### src/rtl/epi_pkg.sv
// package of constants and types for the external pin interrupt unit
package epi_pkg;
	// ------------------------------------------------------------
	// register indices; byte address is four times the index
	// ------------------------------------------------------------
	localparam logic [7:0] IDX_PC_GROUP_FLAGS = 8'h1B;
	localparam logic [7:0] IDX_EXT_INT_FLAGS = 8'h1C;
	localparam logic [7:0] IDX_EXT_INT_ENABLE_MASK = 8'h1D;
	localparam logic [7:0] IDX_PC_GROUP_ENABLE = 8'h68;
	localparam logic [7:0] IDX_EXT_INT_SENSE_CONTROL = 8'h69;
	localparam logic [7:0] IDX_PC_MASK_GROUP0 = 8'h6B;
	localparam logic [7:0] IDX_PC_MASK_GROUP1 = 8'h6C;
	localparam logic [7:0] IDX_PC_MASK_GROUP2 = 8'h6D;
	localparam logic [7:0] IDX_PC_MASK_GROUP3 = 8'h73;
	localparam int ADDR_W = 10;
	// ------------------------------------------------------------
	// field layout and reset values
	// ------------------------------------------------------------
	localparam int EXT_N = 3;
	localparam int GRP_N = 4;
	localparam int GRP_W = 8;
	localparam int SENSE_W = 6;
	localparam logic [7:0] REG_RESET = 8'h00;
	localparam logic [1:0] SENSE_LOW = 2'h0;
	localparam logic [1:0] SENSE_ANY = 2'h1;
	localparam logic [1:0] SENSE_FALL = 2'h2;
	localparam logic [1:0] SENSE_RISE = 2'h3;
	// ------------------------------------------------------------
	// types
	// ------------------------------------------------------------
	typedef enum logic {EPI_BUS_IDLE, EPI_BUS_ACK} epi_bus_state_t;
	typedef struct packed {
		logic [SENSE_W-1:0] sense;
		logic [EXT_N-1:0] ext_en;
		logic [GRP_N-1:0] grp_en;
		logic [GRP_N*GRP_W-1:0] pin_mask;
	} epi_cfg_t;
	typedef struct packed {
		logic [EXT_N-1:0] ext_flag;
		logic [GRP_N-1:0] grp_flag;
	} epi_flags_t;
endpackage

### src/rtl/epi_top.sv
// external pin interrupt unit: dedicated inputs, pin-change groups, register slave
// How it works
// - two-bit sense selects low, any, fall, rise
// - sense register bits 7:6 read zero
// - dedicated request needs global flag and enable
// - edges on dedicated inputs register requests in any, fall and rise modes
// - low level requests while enabled input low
// - mask bits 2:0 enable the dedicated inputs
// - pin activity counts even when pin drives output
// - configured edge sets the dedicated input flag
// - handler entry or written one clears flag
// - flag held clear in low-level mode
// - sleep buffer disable may set flag
// - four group enables in low nibble
// - any unmasked change in enabled group requests
// - group change sets group flag bits 3:0
// - handler entry or written one clears group flag
// - group 3 mask enables pins 31 to 24
// - masks for groups 2, 1, 0 likewise
// - pin changes detected by comparing core clock samples
`timescale 1ns/1ps
module epi_top
	import epi_pkg::*;
(
	input wire logic core_clk_i,
	input wire logic rst_n_i,
	input wire logic [ADDR_W-1:0] avs_address_i,
	input wire logic avs_read_i,
	input wire logic avs_write_i,
	input wire logic [3:0] avs_byteenable_i,
	input wire logic [31:0] avs_writedata_i,
	output logic [31:0] avs_readdata_o,
	output logic avs_waitrequest_o,
	input wire logic [EXT_N-1:0] dedicated_irq_inputs_i,
	input wire logic [GRP_N*GRP_W-1:0] change_detect_pins_i,
	input wire logic global_int_enable_i,
	input wire logic sleep_i,
	input wire logic [EXT_N-1:0] ext_ack_i,
	input wire logic [GRP_N-1:0] grp_ack_i,
	output logic [EXT_N-1:0] ext_req_o,
	output logic [GRP_N-1:0] grp_req_o
);
	// ------------------------------------------------------------
	// bus slave: one wait state per access
	// ------------------------------------------------------------
	epi_bus_state_t bus_state;
	epi_cfg_t cfg;
	epi_flags_t flags;
	logic req;
	logic take;
	logic [7:0] idx;
	logic aligned;
	logic wr_lane0;
	logic [7:0] wbyte;
	logic [7:0] next_rbyte;

	assign req = avs_read_i | avs_write_i;
	assign avs_waitrequest_o = req & (bus_state == EPI_BUS_IDLE);
	assign take = req & (bus_state == EPI_BUS_ACK);
	assign idx = avs_address_i[ADDR_W-1:2];
	assign aligned = (avs_address_i[1:0] == 2'h0);
	assign wr_lane0 = avs_write_i & take & aligned & avs_byteenable_i[0];
	assign wbyte = avs_writedata_i[7:0];

	always_ff @(posedge core_clk_i or negedge rst_n_i) begin
		if (!rst_n_i) begin
			bus_state <= EPI_BUS_IDLE;
		end else begin
			case (bus_state)
				EPI_BUS_IDLE: begin
					if (req) begin
						bus_state <= EPI_BUS_ACK;
					end
				end
				EPI_BUS_ACK: begin
					bus_state <= EPI_BUS_IDLE;
				end
				default: begin
					bus_state <= EPI_BUS_IDLE;
				end
			endcase
		end
	end

	// unmapped or misaligned reads answer zero
	always_comb begin
		next_rbyte = REG_RESET;
		if (!aligned) begin
			next_rbyte = REG_RESET;
		end else if (idx == IDX_PC_GROUP_FLAGS) begin
			next_rbyte = {4'h0, flags.grp_flag};
		end else if (idx == IDX_EXT_INT_FLAGS) begin
			next_rbyte = {5'h00, flags.ext_flag};
		end else if (idx == IDX_EXT_INT_ENABLE_MASK) begin
			next_rbyte = {5'h00, cfg.ext_en};
		end else if (idx == IDX_PC_GROUP_ENABLE) begin
			next_rbyte = {4'h0, cfg.grp_en};
		end else if (idx == IDX_EXT_INT_SENSE_CONTROL) begin
			next_rbyte = {2'h0, cfg.sense};
		end else if (idx == IDX_PC_MASK_GROUP0) begin
			next_rbyte = cfg.pin_mask[7:0];
		end else if (idx == IDX_PC_MASK_GROUP1) begin
			next_rbyte = cfg.pin_mask[15:8];
		end else if (idx == IDX_PC_MASK_GROUP2) begin
			next_rbyte = cfg.pin_mask[23:16];
		end else if (idx == IDX_PC_MASK_GROUP3) begin
			next_rbyte = cfg.pin_mask[31:24];
		end
	end

	// data is captured in the wait cycle so it stands at the accepting edge
	always_ff @(posedge core_clk_i or negedge rst_n_i) begin
		if (!rst_n_i) begin
			avs_readdata_o <= 32'h0000_0000;
		end else if (avs_read_i && bus_state == EPI_BUS_IDLE) begin
			avs_readdata_o <= {24'h00_0000, next_rbyte};
		end
	end

	// ------------------------------------------------------------
	// configuration registers
	// ------------------------------------------------------------
	always_ff @(posedge core_clk_i or negedge rst_n_i) begin
		if (!rst_n_i) begin
			cfg <= '0;
		end else if (wr_lane0) begin
			if (idx == IDX_EXT_INT_ENABLE_MASK) begin
				cfg.ext_en <= wbyte[EXT_N-1:0];
			end else if (idx == IDX_PC_GROUP_ENABLE) begin
				cfg.grp_en <= wbyte[GRP_N-1:0];
			end else if (idx == IDX_EXT_INT_SENSE_CONTROL) begin
				cfg.sense <= wbyte[SENSE_W-1:0];
			end else if (idx == IDX_PC_MASK_GROUP0) begin
				cfg.pin_mask[7:0] <= wbyte;
			end else if (idx == IDX_PC_MASK_GROUP1) begin
				cfg.pin_mask[15:8] <= wbyte;
			end else if (idx == IDX_PC_MASK_GROUP2) begin
				cfg.pin_mask[23:16] <= wbyte;
			end else if (idx == IDX_PC_MASK_GROUP3) begin
				cfg.pin_mask[31:24] <= wbyte;
			end
		end
	end

	// ------------------------------------------------------------
	// dedicated inputs
	// ------------------------------------------------------------
	// pins are sampled on the core clock; pins read the same whether
	// driven by the port as outputs or from outside
	logic [EXT_N-1:0] ext_level;
	logic [EXT_N-1:0] ext_prev;
	logic [EXT_N-1:0] ext_hit;
	logic [EXT_N-1:0] ext_is_low;
	logic [EXT_N-1:0] ext_w1c;
	logic [GRP_N-1:0] grp_w1c;

	// a disabled input's buffer is switched off in sleep and reads low,
	// which can look like a falling edge and set its flag
	assign ext_level = dedicated_irq_inputs_i & ~({EXT_N{sleep_i}} & ~cfg.ext_en);

	always_ff @(posedge core_clk_i or negedge rst_n_i) begin
		if (!rst_n_i) begin
			ext_prev <= '0;
		end else begin
			ext_prev <= ext_level;
		end
	end

	always_comb begin
		ext_hit = '0;
		ext_is_low = '0;
		for (int i = 0; i < EXT_N; i++) begin
			case (cfg.sense[2*i +: 2])
				SENSE_LOW: ext_is_low[i] = 1'h1;
				SENSE_ANY: ext_hit[i] = ext_level[i] ^ ext_prev[i];
				SENSE_FALL: ext_hit[i] = ext_prev[i] & ~ext_level[i];
				SENSE_RISE: ext_hit[i] = ~ext_prev[i] & ext_level[i];
				default: ext_hit[i] = 1'h0;
			endcase
		end
	end

	assign ext_w1c = (wr_lane0 && idx == IDX_EXT_INT_FLAGS) ? wbyte[EXT_N-1:0] : '0;
	assign grp_w1c = (wr_lane0 && idx == IDX_PC_GROUP_FLAGS) ? wbyte[GRP_N-1:0] : '0;

	// a new edge wins over a clear in the same cycle
	always_ff @(posedge core_clk_i or negedge rst_n_i) begin
		if (!rst_n_i) begin
			flags.ext_flag <= '0;
		end else begin
			flags.ext_flag <= ((flags.ext_flag & ~ext_w1c & ~ext_ack_i) | ext_hit)
				& ~ext_is_low;
		end
	end

	// low level requests straight from the pin, so the source must hold it
	assign ext_req_o = ({EXT_N{global_int_enable_i}} & cfg.ext_en)
		& (flags.ext_flag | (ext_is_low & ~ext_level));

	// ------------------------------------------------------------
	// pin-change groups
	// ------------------------------------------------------------
	// the change is compared sample to sample; sleep wake-up is left to
	// the level of the pin, outside this clocked logic
	logic [GRP_N*GRP_W-1:0] pin_prev;
	logic [GRP_N*GRP_W-1:0] pin_change;
	logic [GRP_N-1:0] grp_hit;

	always_ff @(posedge core_clk_i or negedge rst_n_i) begin
		if (!rst_n_i) begin
			pin_prev <= '0;
		end else begin
			pin_prev <= change_detect_pins_i;
		end
	end

	assign pin_change = (change_detect_pins_i ^ pin_prev) & cfg.pin_mask;

	always_comb begin
		for (int g = 0; g < GRP_N; g++) begin
			grp_hit[g] = cfg.grp_en[g] & (|pin_change[g*GRP_W +: GRP_W]);
		end
	end

	always_ff @(posedge core_clk_i or negedge rst_n_i) begin
		if (!rst_n_i) begin
			flags.grp_flag <= '0;
		end else begin
			flags.grp_flag <= (flags.grp_flag & ~grp_w1c & ~grp_ack_i) | grp_hit;
		end
	end

	assign grp_req_o = {GRP_N{global_int_enable_i}} & cfg.grp_en & flags.grp_flag;
endmodule // epi_top

### config.mk
export PLATFORM = sky130hd
export DESIGN_NAME = epi_top
export DESIGN_NICKNAME = d
export VERILOG_FILES = /design/src/rtl/epi_pkg.sv /design/src/rtl/epi_top.sv
export SDC_FILE = /design/constraint.sdc
export NUM_CORES = 1
export LEC_CHECK = 0
export BUFFER_PORTS_ARGS = -buffer_cell sky130_fd_sc_hd__buf_2
export CORE_MARGIN = 4
export CORE_UTILIZATION = 50
export CTS_BUF_LIST = sky130_fd_sc_hd__clkbuf_16
export DETAILED_ROUTE_END_ITERATION = 7
export HOLD_SLACK_MARGIN = 0.15
export PLACE_DENSITY = 0.77
export SLEW_MARGIN = 10
export SYNTH_ARGS = -nofsm -noshare
export SYNTH_HDL_FRONTEND = slang
export SYNTH_SLANG_ARGS = --single-unit
### constraint.sdc
create_clock -name core_clk_i -period 2.6 [get_ports core_clk_i]
set_input_delay 0.52 -clock core_clk_i [delete_from_list [all_inputs] [get_ports core_clk_i]]
set_output_delay 0.52 -clock core_clk_i [all_outputs]
set_load 0.02 [all_outputs]
After elaboration in Yosys (flattened, before gate mapping)
Index checks and enable logic that the tools add are counted.
{"block": "word_totals", "regBits": 96, "input_bits": 94, "output_inout_bits": 40, "elab_cells": 126}
{"block": "op_classes", "eq_ne": 18, "muxes": 20, "bitwise": 57, "reduce_logical": 18}
{"op": "$mux 8", "n": 10}
{"op": "$eq 8x7->1 const B", "n": 6}
{"op": "$and 32x32->32", "n": 1}
{"op": "$reduce_or 8->1", "n": 4}
{"op": "$xor 32x32->32", "n": 1}
{"op": "$and 3x3->3", "n": 8}
{"op": "$eq 8x5->1 const B", "n": 3}
{"op": "$not 3->3", "n": 6}
{"op": "$and 4x4->4", "n": 4}
{"op": "$and 1x1->1", "n": 15}
{"op": "$not 1->1", "n": 13}
{"op": "$eq 2x2->1 const B", "n": 6}
{"op": "$pmux 1 s3", "n": 3}
{"op": "$logic_not 2->1", "n": 4}
{"op": "$not 4->4", "n": 2}
{"op": "$reduce_and 8->1", "n": 1}
{"op": "$reduce_and 7->1", "n": 1}
{"op": "$eq 2x1->1 const B", "n": 3}
{"op": "$or 3x3->3", "n": 2}
{"op": "$reduce_and 6->1", "n": 1}
{"op": "$reduce_and 5->1", "n": 1}
{"op": "$mux 1", "n": 4}
{"op": "$mux 4", "n": 1}
{"op": "$or 4x4->4", "n": 1}
{"op": "other kinds (8)", "n": 12}

Longest topological paths before layout
Gate-level depths: netlist of the first run.
{"block": "depth", "ltp_word": 12, "ltp_mapped": 8, "depth_no_buf": 7}

Worst setup path before layout of the first run
Ideal clock, no wire load.
{"block": "synth_timing", "kind": "input port to flip-flop", "start": "input port avs_address_i[2]", "end": "register cfg[0] (netlist name)", "setup_time_ps": 125, "t_arrival_ps": 1848, "slack_ps": 627, "path_stages": 7, "cell_sequence": "buf_4 > nand4b_2 > nor4_1 > or2_1 > buf_6 > nor3_4 > mux2_2"}
{"block": "synth_between", "elab_chain_len": 3, "elab_cells_between_ends": 8, "cone_classes": "4 x eq/ne; 3 x bitwise; 1 x reduce/logical"}
{"element": "from (decl)", "line": "epi_top.sv:27", "text": "input wire logic [ADDR_W-1:0] avs_address_i,"}
{"element": "$eq 8x7->1 (tied with other cells)", "line": "epi_top.sv:131", "text": "end else if (idx == IDX_EXT_INT_SENSE_CONTROL) begin"}
{"element": "$not 1->1 (no source line)"}
{"element": "$reduce_and 5->1 (no source line) *"}
{"element": "to (decl)", "line": "epi_top.sv:47", "text": "epi_cfg_t cfg;"}
Every way passes the cells marked *; elsewhere a longest branch is shown, timed or not.
A chain may end at the register's enable or synchronous reset.

Worst setup path in the final report of the first run
{"block": "layout_timing", "start": "input port avs_address_i[2]", "end": "register avs_readdata_o[1]"}
{"block": "layout_between", "elab_chain_len": 11, "elab_cells_between_ends": 19, "cone_classes": "9 x eq/ne; 10 x mux"}
{"element": "$eq 8x7->1", "line": "epi_top.sv:106", "text": "end else if (idx == IDX_PC_MASK_GROUP3) begin"}
{"element": "$mux 8", "line": "epi_top.sv:106"}
{"element": "$mux 8", "line": "epi_top.sv:104", "text": "end else if (idx == IDX_PC_MASK_GROUP2) begin"}
{"element": "$mux 8", "line": "epi_top.sv:102", "text": "end else if (idx == IDX_PC_MASK_GROUP1) begin"}
{"element": "$mux 8", "line": "epi_top.sv:100", "text": "end else if (idx == IDX_PC_MASK_GROUP0) begin"}
{"element": "$mux 8", "line": "epi_top.sv:98", "text": "end else if (idx == IDX_EXT_INT_SENSE_CONTROL) begin"}
{"element": "$mux 8", "line": "epi_top.sv:96", "text": "end else if (idx == IDX_PC_GROUP_ENABLE) begin"}
{"element": "$mux 8", "line": "epi_top.sv:94", "text": "end else if (idx == IDX_EXT_INT_ENABLE_MASK) begin"}
{"element": "$mux 8", "line": "epi_top.sv:92", "text": "end else if (idx == IDX_EXT_INT_FLAGS) begin"}
{"element": "$mux 8 *", "line": "epi_top.sv:90", "text": "end else if (idx == IDX_PC_GROUP_FLAGS) begin"}
{"element": "$mux 8 *", "line": "epi_top.sv:88", "text": "if (!aligned) begin"}
{"element": "to (signal assigned)", "line": "epi_top.sv:116", "text": "avs_readdata_o <= {24'h00_0000, next_rbyte};"}
{"element": "to (decl)", "line": "epi_top.sv:32", "text": "output logic [31:0] avs_readdata_o,"}
Marks and branches as above.

==> results of run 1 <==
==> worst paths after layout <==
kind / from / endpoint / slack [ns] / cells after the start
worst max-delay path: avs_address_i[2] / avs_readdata_o[1] / 0.57 / 6
worst min-delay path: rst_n_i / pin_prev[18] / 0.23 / 2
worst max register to register: bus_state / cfg[44] / 0.69 / 5
worst min register to register: bus_state / bus_state / 0.46 / 1
max in group asynchronous: rst_n_i / cfg[38] / 2.01 / 2
min in group core_clk_i: change_detect_pins_i[30] / pin_prev[30] / 0.30 / 1
==> cells in the mapped netlist (6+ instances only) <==
cell / number / share of area, %
sky130_fd_sc_hd__nor2_1: 8 / 0.62
sky130_fd_sc_hd__xor2_1: 32 / 5.8
sky130_fd_sc_hd__nor2b_1: 9 / 1.2
sky130_fd_sc_hd__ha_1: 6 / 1.6
sky130_fd_sc_hd__o21ai_0: 19 / 2.0
sky130_fd_sc_hd__inv_1: 20 / 1.6
sky130_fd_sc_hd__dfrtp_1: 96 / 50
sky130_fd_sc_hd__nand2_1: 21 / 1.6
sky130_fd_sc_hd__buf_2: 6 / 0.62
sky130_fd_sc_hd__buf_4: 27 / 4.2
sky130_fd_sc_hd__nand3_1: 6 / 0.62
sky130_fd_sc_hd__a22oi_1: 18 / 2.8
sky130_fd_sc_hd__mux2_2: 38 / 8.9
sky130_fd_sc_hd__a21oi_1: 13 / 1.3
sky130_fd_sc_hd__nand4_1: 9 / 1.2
==> cells by family (layout without fill, tap and decap cells) <==
logic type                 count (synthesis)  in the layout  share of synthesized area (%)
buffers and inverters                     59            133                           6.99
xor gates and xnor gates                  32             32                           5.80
AOI/OAI and AO/OA                         97             97                           14.4
DFF                                       96             96                           49.7
adders and majority gates                  6              6                           1.55
and+or+nand+nor                           89             89                           11.6
muxes                                     43             43                           9.91
other                                      1             24                         0.0776
==> routing by layer <==
layer / vias to the layer above / GRT usage (%)
li1: 1669 / -
met1: 1784 / 30.9
met2: 144 / 35.7
met3: 18 / 5.71
met4: 2 / 3.98
met5: - / 0
==> worst register-to-register path, stage by stage, from the launching register on <==
cell,delay (ns)
sky130_fd_sc_hd__dfrtp_1,0.35
sky130_fd_sc_hd__nand4_1,0.20
sky130_fd_sc_hd__or2_1,0.30
sky130_fd_sc_hd__buf_4,0.17
sky130_fd_sc_hd__nor2_2,0.39
sky130_fd_sc_hd__mux2_2,0.39
==> registers in the layout, summed over array words and instances (netlist names) <==
name / count
ext_prev: 3
pin_prev: 32
flags: 7
cfg: 45
bus_state: 1
avs_readdata_o: 8
==> report_power, final <==
part | internal [mW] | leakage (nW) | switching [mW]
registers | 1.53 | 1.24 | 0.0206
clock network | 0.844 | 0.161 | 0.559
logic | 0.101 | 1.41 | 0.193
total | 2.47 | 2.82 | 0.772
==> through the flow <==
stage                     setup WS [ns]  utilization [%]  std cells
final                             0.568             60.9        649
after global placement            0.271             57.4        633
after global routing              0.472             60.9        649
after floorplan                   0.627                -        446
after CTS                         0.616             60.9        649
after detailed placement          0.275             57.4        633
==> final cells by class <==
type / count / area (um^2)
clock inverters: 7 / 95.1
clock buffers: 9 / 225
multi-input cells: 291 / 2180
inverters: 20 / 75.1
fillers: 782 / 3650
well taps: 129 / 161
repair buffers: 97 / 538
flip-flops and latches: 96 / 2400
==> reports/qor.csv, run 1 <==
metric;value;unit
cts_resized;0;
leakagePower;2.82;nW
drtAntennaViolNets;0;
power_density;572;nW/um^2
vias;3617;
netlist-cell-type-count;57;
startpoint_type;primary input;
number_of_buffers_inserted_by_hold_repair_at_cts;0;
htree_levels;3;
grt_pass1_vias;3607;
clock_slew_at_the_register_clock_pins_of_the_worst_setup_and_hold_paths;0.07;ns
initial_core_util;51.8;%
grt_max_degree;97;
synthFlopType;sky130_fd_sc_hd__dfrtp_1;
fp.dieArea;11300;um^2
finalWorstPathRequiredPeriod;2.03;ns
root_buffer;sky130_fd_sc_hd__clkbuf_16;
cts_tree;built;
ys_warn_count;0;
post_synth.cell_area_avg;11.4;um^2
gp_routability_congestion;0.924;
timing.critical_path.max_delay_family;compound AO/OA/AOI/OAI gates;
postRouteWirelength;12300;um
cts.sinks;96;
vias_per_cell;5.57;
ctsLongestPathBuffers;2;
wl_met3;897;um
netlist_area;4830;um^2
post-cts-setup-buffers;0;
synth_enable_flop_cells;0;
path_max_fanout;16;
holdCritPathClass;primary input to async pin;
outcome;completed;
drt-initial-drc-count;373;
slowest_delay;0.43;ns
cts-buffers-inserted;9;
setup.worst_path.class;primary input to flop;
port_buffers;82;
final_design_area_no_fill;5680;um^2
routed_length_on_met1;5360;um
worstSetupEndpointType;flop;
ys_async_sr_fraction;100;%
setup-tns-final;0;ns
maxSlewViolCount;0;
worst_path_arrival_time;2.26;ns
power.ir.vdd_worst;0.347;mV
top_layer_used;met5;
max_freq;0.492;GHz
ys_seq_elements;96;
globalRoute.totalOverflow;0;
routed_wire_length_per_instance;18.9;um
fin_hold_ws;0.230;ns
path_cells;buf_2, nor2b_1, nand4_1, o21ai_0, a211oi_1, a221o_1;
clock_latency;0.34;ns
drive_gt1_share;31.5;%
design_power_total;3.25;mW
remaining_drc_errors;0;
finalNetCount;615;
report.final.setup_viol;0;
rsz0062_at_grt;no;
skew;0.00949;ns
crit_path_top_delay_cell;sky130_fd_sc_hd__o21ai_0;
dr.pass1.iters;7;
detailed_place_hpwl;9320;um
final_hold_violating_endpoints;0;
placement_rows;35;
post-route-period-util;78.2;%
synth_sequential_area_ratio;49.7;%
cp_data_required_time;2.82;ns
gr-usage-all-layers;22.2;%
chipHeight;106;um
max_cap_violations;0;
antenna_found_initial;1;
met2_length;5850;um
grt_first_pass_wirelength;19500;um
postPlaceCellArea;5360;um^2
synthesis.instances;423;
core_region_area;9330;um^2
die_width;106;um
antenna_cells;0;
critical_path_buf_inv_count;1;
i_o_pin_count;134;
layout-area-overhead-vs-synth;17.4;%
commonest_non_fill_non_tap_cells_in_the_layout;sky130_fd_sc_hd__dfrtp_1 (96), sky130_fd_sc_hd__buf_2 (81), sky130_fd_sc_hd__mux2_2 (38);
final_common_cell;sky130_fd_sc_hd__dfrtp_1;
No activity file was read; power rests on OpenSTA's default activity.
==> inputs of run 2 (changes only) <==
==> constraint.sdc (replaced) <==
create_clock -name core_clk_i -period 2.1 [get_ports core_clk_i]
set_input_delay 0.42 -clock core_clk_i [delete_from_list [all_inputs] [get_ports core_clk_i]]
set_output_delay 0.42 -clock core_clk_i [all_outputs]
set_load 0.02 [all_outputs]
==> reports/qor.csv, run 2 (same netlist as run 1, synthesis figures left out) <==
metric;value;unit
outcome;completed;
vias_per_cell;5.54;
worstSetupEndpointType;flop;
postPlaceCellArea;5550;um^2
largest_reg_flops;45;
gr-usage-all-layers;23.5;%
leakagePower;2.92;nW
vias;3732;
final_design_area_no_fill;5850;um^2
global_route.usage.met3;4.80;%
global_route.peak_usage_layer;met2;
die_width;106;um
commonest_non_fill_non_tap_cells_in_the_layout;sky130_fd_sc_hd__dfrtp_1 (96), sky130_fd_sc_hd__buf_2 (81), sky130_fd_sc_hd__mux2_2 (38), sky130_fd_sc_hd__buf_4 (38), sky130_fd_sc_hd__xor2_1 (32);
drive_gt1_share;34.9;%
detailed_place_hpwl;9630;um
path_max_fanout;8;
grt_first_pass_wirelength;20500;um
i_o_pin_count;134;
final_hold_violating_endpoints;0;
postRouteWirelength;12600;um
slowest_delay;0.39;ns
clock_latency;0.34;ns
port_buffers;82;
skew;0.00948;ns
power.ir.vdd_worst;0.357;mV
ctsLongestPathBuffers;2;
grt_max_degree;46;
cts_tree;built;
grt_met1_usage;32.4;%
top_regs;cfg x45, pin_prev x32, avs_readdata_o x8;
cp_data_required_time;2.32;ns
dr.pass1.iters;4;
remaining_drc_errors;0;
worst_path_arrival_time;2.16;ns
maxSlewViolCount;0;
tightest_pin_transition;0.566;ns
drtAntennaViolNets;0;
max_flop_register;cfg;
max_cap_violations;0;
grt_pass1_vias;3861;
finalWorstPathRequiredPeriod;1.94;ns
post-route-period-util;92.3;%
rsz0062_at_grt;no;
max_freq;0.516;GHz
crit_path_top_delay_cell;sky130_fd_sc_hd__mux2_2;
layout-area-overhead-vs-synth;21.0;%
grt_util_met2;37.3;%
startpoint_type;flop;
power_density;662;nW/um^2
fp.dieArea;11300;um^2
holdCritPathClass;primary input to flop;
chipHeight;106;um
antenna_found_initial;0;
fin_hold_ws;0.199;ns
finalNetCount;640;
slew-limit-headroom;62.3;%
core_region_area;9330;um^2
routed_wire_length_per_instance;18.7;um
path_cells;nand4_1, or2_1, buf_4, nor3_4, mux2_2;
gp_routability_congestion;0.920;
cts-buffers-inserted;9;
globalRoute.totalOverflow;0;
final_common_cell;sky130_fd_sc_hd__dfrtp_1;
drt-initial-drc-count;216;
r2r_setup_slack;0.16;ns
antenna_cells;0;
report.final.setup_viol;0;
initial_core_util;51.8;%
placement_rows;35;
root_buffer;sky130_fd_sc_hd__clkbuf_16;
htree_levels;3;
clock_slew_at_the_register_clock_pins_of_the_worst_setup_and_hold_paths;0.07;ns
setup.worst_path.class;flop to flop;
cts.sinks;96;
[run 2: cell types whose count changed in the layout (fill, tap and decap cells not counted), sizes merged]
cell,delta
inv,+1
dlygate4sd3,+1
buf,+24
bufinv,-2
clkinvlp,+1
[run 2: routing by layer]
| metal | part of all wire [%] | up-vias | routed length, um |
|---|---|---|---|
| met5 | 0 | - | 0 |
| met4 | 2.0 | 0 | 247 |
| met3 | 7.3 | 22 | 923 |
| met2 | 47 | 146 | 5910 |
| met1 | 44 | 1841 | 5490 |
| li1 | - | 1723 | - |
[run 2: critical path, delay by kind of cell, from the launching register on]
kind	cells	cell delay [ns]
buffers and inverters	1	0.18
DFF	1	0.37
and+or+nand+nor	3	0.88
muxes	1	0.39
[run 2: area by class of cell]
cell class | instances | area, um^2
flip-flops and latches | 96 | 2400
multi-input cells | 291 | 2180
clock inverters | 7 | 63.8
clock buffers | 9 | 225
fillers | 791 | 3480
repair buffers | 122 | 741
well taps | 129 | 161
inverters | 20 | 75.1
[run 2: power by group]
group | switching, mW | internal, mW | total (mW)
Clock | 0.740 | 0.826 | 1.57
Sequential | 0.0248 | 1.89 | 1.92
Combinational | 0.247 | 0.144 | 0.391
Total | 1.01 | 2.86 | 3.87
[run 2: worst paths after layout]
check,from,endpoint,depth (start not counted)
setup / recovery,bus_state,cfg[3],5
hold / removal,change_detect_pins_i[30],pin_prev[30],1
setup reg to reg,bus_state,cfg[3],5
hold reg to reg,bus_state,bus_state,1
max in group asynchronous,rst_n_i,cfg[44],3
min in group asynchronous,rst_n_i,pin_prev[16],2
[run 2: what timing repair did]
item | CTS | global route
setup buffers | 0 | 0
endpoints found under the hold margin | 43 | 0
hold buffers | 1 | 0
gates resized for setup | 0 | 1
setup endpoints to repair | 0 | 1
[run 2: metrics by stage]
| stage | std cells | setup TNS (ns) | power [mW] | util, % | setup slack (ns) |
|---|---|---|---|---|---|
| finish | 674 | 0 | 3.87 | 62.7 | 0.163 |
| global route | 674 | 0 | 4.04 | 62.7 | 0.0706 |
| CTS | 674 | 0 | 3.90 | 62.7 | 0.141 |
| detailed placement | 657 | -3.33 | 2.34 | 59.5 | -0.172 |
| global placement | 657 | -1.67 | 2.33 | 59.5 | -0.0727 |
| floorplan | 446 | 0 | 2.16 | - | 0.227 |
==> inputs of run 3 (changes only) <==
--- a/config.mk
+++ b/config.mk
@@ -7,11 +7,10 @@
 export LEC_CHECK = 0
 export BUFFER_PORTS_ARGS = -buffer_cell sky130_fd_sc_hd__buf_2
 export CORE_MARGIN = 4
-export CORE_UTILIZATION = 50
+export CORE_UTILIZATION = 29
 export CTS_BUF_LIST = sky130_fd_sc_hd__clkbuf_16
 export DETAILED_ROUTE_END_ITERATION = 7
 export HOLD_SLACK_MARGIN = 0.15
-export PLACE_DENSITY = 0.77
 export SLEW_MARGIN = 10
 export SYNTH_ARGS = -nofsm -noshare
 export SYNTH_HDL_FRONTEND = slang
==> reports/qor.csv, run 3 (same netlist as run 1, synthesis figures left out) <==
metric;value;unit
outcome;completed;
gr-usage-all-layers;15.4;%
largest_reg_flops;45;
root_buffer;sky130_fd_sc_hd__clkbuf_16;
path_max_fanout;7;
finalWorstPathRequiredPeriod;1.91;ns
die_width;137;um
cts-buffers-inserted;9;
post-cts-setup-buffers;0;
maxSlewViolCount;0;
slew-limit-headroom;55.6;%
layout-area-overhead-vs-synth;22.2;%
remaining_drc_errors;0;
ctsLongestPathBuffers;2;
core_region_area;16100;um^2
power.ir.vdd_worst;0.400;mV
max_freq;0.524;GHz
r2r_setup_slack;0.19;ns
rr_startpoint;bus_state;
n_fill_cell;1638;
clock_latency;0.35;ns
gp_routability_congestion;0.896;
final_common_cell;sky130_fd_sc_hd__dfrtp_1;
fin_hold_ws;0.193;ns
vias_per_cell;4.81;
grt_pass1_vias;3896;
i_o_pin_count;134;
report.final.setup_viol;0;
dr.pass1.iters;4;
cts_resized;0;
holdCritPathClass;primary input to flop;
rr_endpoint;cfg[0];
clock_slew_at_the_register_clock_pins_of_the_worst_setup_and_hold_paths;0.07;ns
htree_levels;3;
finalNetCount;638;
placement.setup.worst_slack;-0.155;ns
vias;3651;
design_power_total;3.79;mW
worstSetupEndpointType;output port;
chipHeight;137;um
drt-initial-drc-count;197;
worst_path_arrival_time;1.49;ns
cp_data_required_time;1.68;ns
hold_path.startpoint;change_detect_pins_i[20];
cts.sinks;96;
startpoint_type;flop;
postRouteWirelength;13700;um
grt_max_degree;97;
rsz0062_at_grt;no;
cell_depth_of_the_worst_hold_path;1;
tightest_pin_transition;0.665;ns
leakagePower;2.89;nW
drtAntennaViolNets;0;
top_regs;cfg x45, pin_prev x32, avs_readdata_o x8;
grt_first_pass_wirelength;21800;um
final_critical_path_setup_slack;0.192;ns
antenna_found_initial;0;
max_cap_violations;0;
cts_tree;built;
detailed_place_hpwl;10800;um
worstRegToRegCells;5;
final_hold_violating_endpoints;0;
initial_core_util;30.0;%
finalCoreUtilization;36.6;%
number_of_buffers_inserted_by_hold_repair_at_cts;1;
fp.dieArea;18800;um^2
antenna_cells;0;
routed_wire_length_per_instance;18.0;um
placement_rows;46;
port_buffers;82;
skew;0.00547;ns
setup.worst_path.class;flop to output port;
globalRoute.totalOverflow;0;
commonest_non_fill_non_tap_cells_in_the_layout;sky130_fd_sc_hd__dfrtp_1 (96), sky130_fd_sc_hd__buf_2 (81), sky130_fd_sc_hd__mux2_2 (38);
power_density;641;nW/um^2
max_flop_register;cfg;
post-route-period-util;90.9;%
drive_gt1_share;34.1;%
holdPathEnd;pin_prev[20];
run 3: area by class of cell:
type,count,area [um^2],share of cell area (%)
repair buffers,120,713,12.1
inverters,20,75.1,1.27
multi-input cells,291,2180,36.9
clock inverters,7,40.0,0.678
flip-flops and latches,96,2400,40.7
clock buffers,9,225,3.81
well taps,216,270,4.58
run 3: critical path: stages, from the launching register on:
cell	delay [ns]
sky130_fd_sc_hd__dfrtp_1	0.47
sky130_fd_sc_hd__or3_1	0.35
sky130_fd_sc_hd__a21oi_1	0.14
sky130_fd_sc_hd__buf_2	0.18
run 3: stage by stage:
| stage | cells | instance area [um^2] | TNS, ns |
|---|---|---|---|
| final | 759 | 5910 | 0 |
| after global routing | 759 | 5910 | 0 |
| after CTS | 759 | 5910 | 0 |
| after detailed placement | 742 | 5630 | -4.12 |
| after global placement | 742 | 5630 | -3.52 |
| after floorplan | 446 | 4920 | 0 |
run 3: routing by layer:
metal  track usage, %  wire length, um  vias to the layer above  share of wire, %
met3             4.04              978                       14               7.2
li1                 -                -                     1712                 -
met5                0                0                        -                 0
met4             4.66              204                        0               1.5
met1             20.4             6020                     1798                44
met2             24.8             6450                      127                47
run 3: how the worst max path moves through the flow:
| stage | cells after the start | end | start |
|---|---|---|---|
| finish | 3 | ext_req_o[1] | cfg[42] |
| global route | 4 | cfg[17] | bus_state |
| CTS | 3 | ext_req_o[1] | cfg[42] |
| detailed placement | 7 | cfg[23] | avs_address_i[3] |
| global placement | 7 | cfg[16] | avs_address_i[2] |
| floorplan | 7 | cfg[0] | avs_address_i[2] |
run 3: report_power, final:
part	switching (mW)	internal, mW
logic	0.247	0.142
clock network	0.689	0.789
registers	0.0248	1.89
total	0.961	2.82
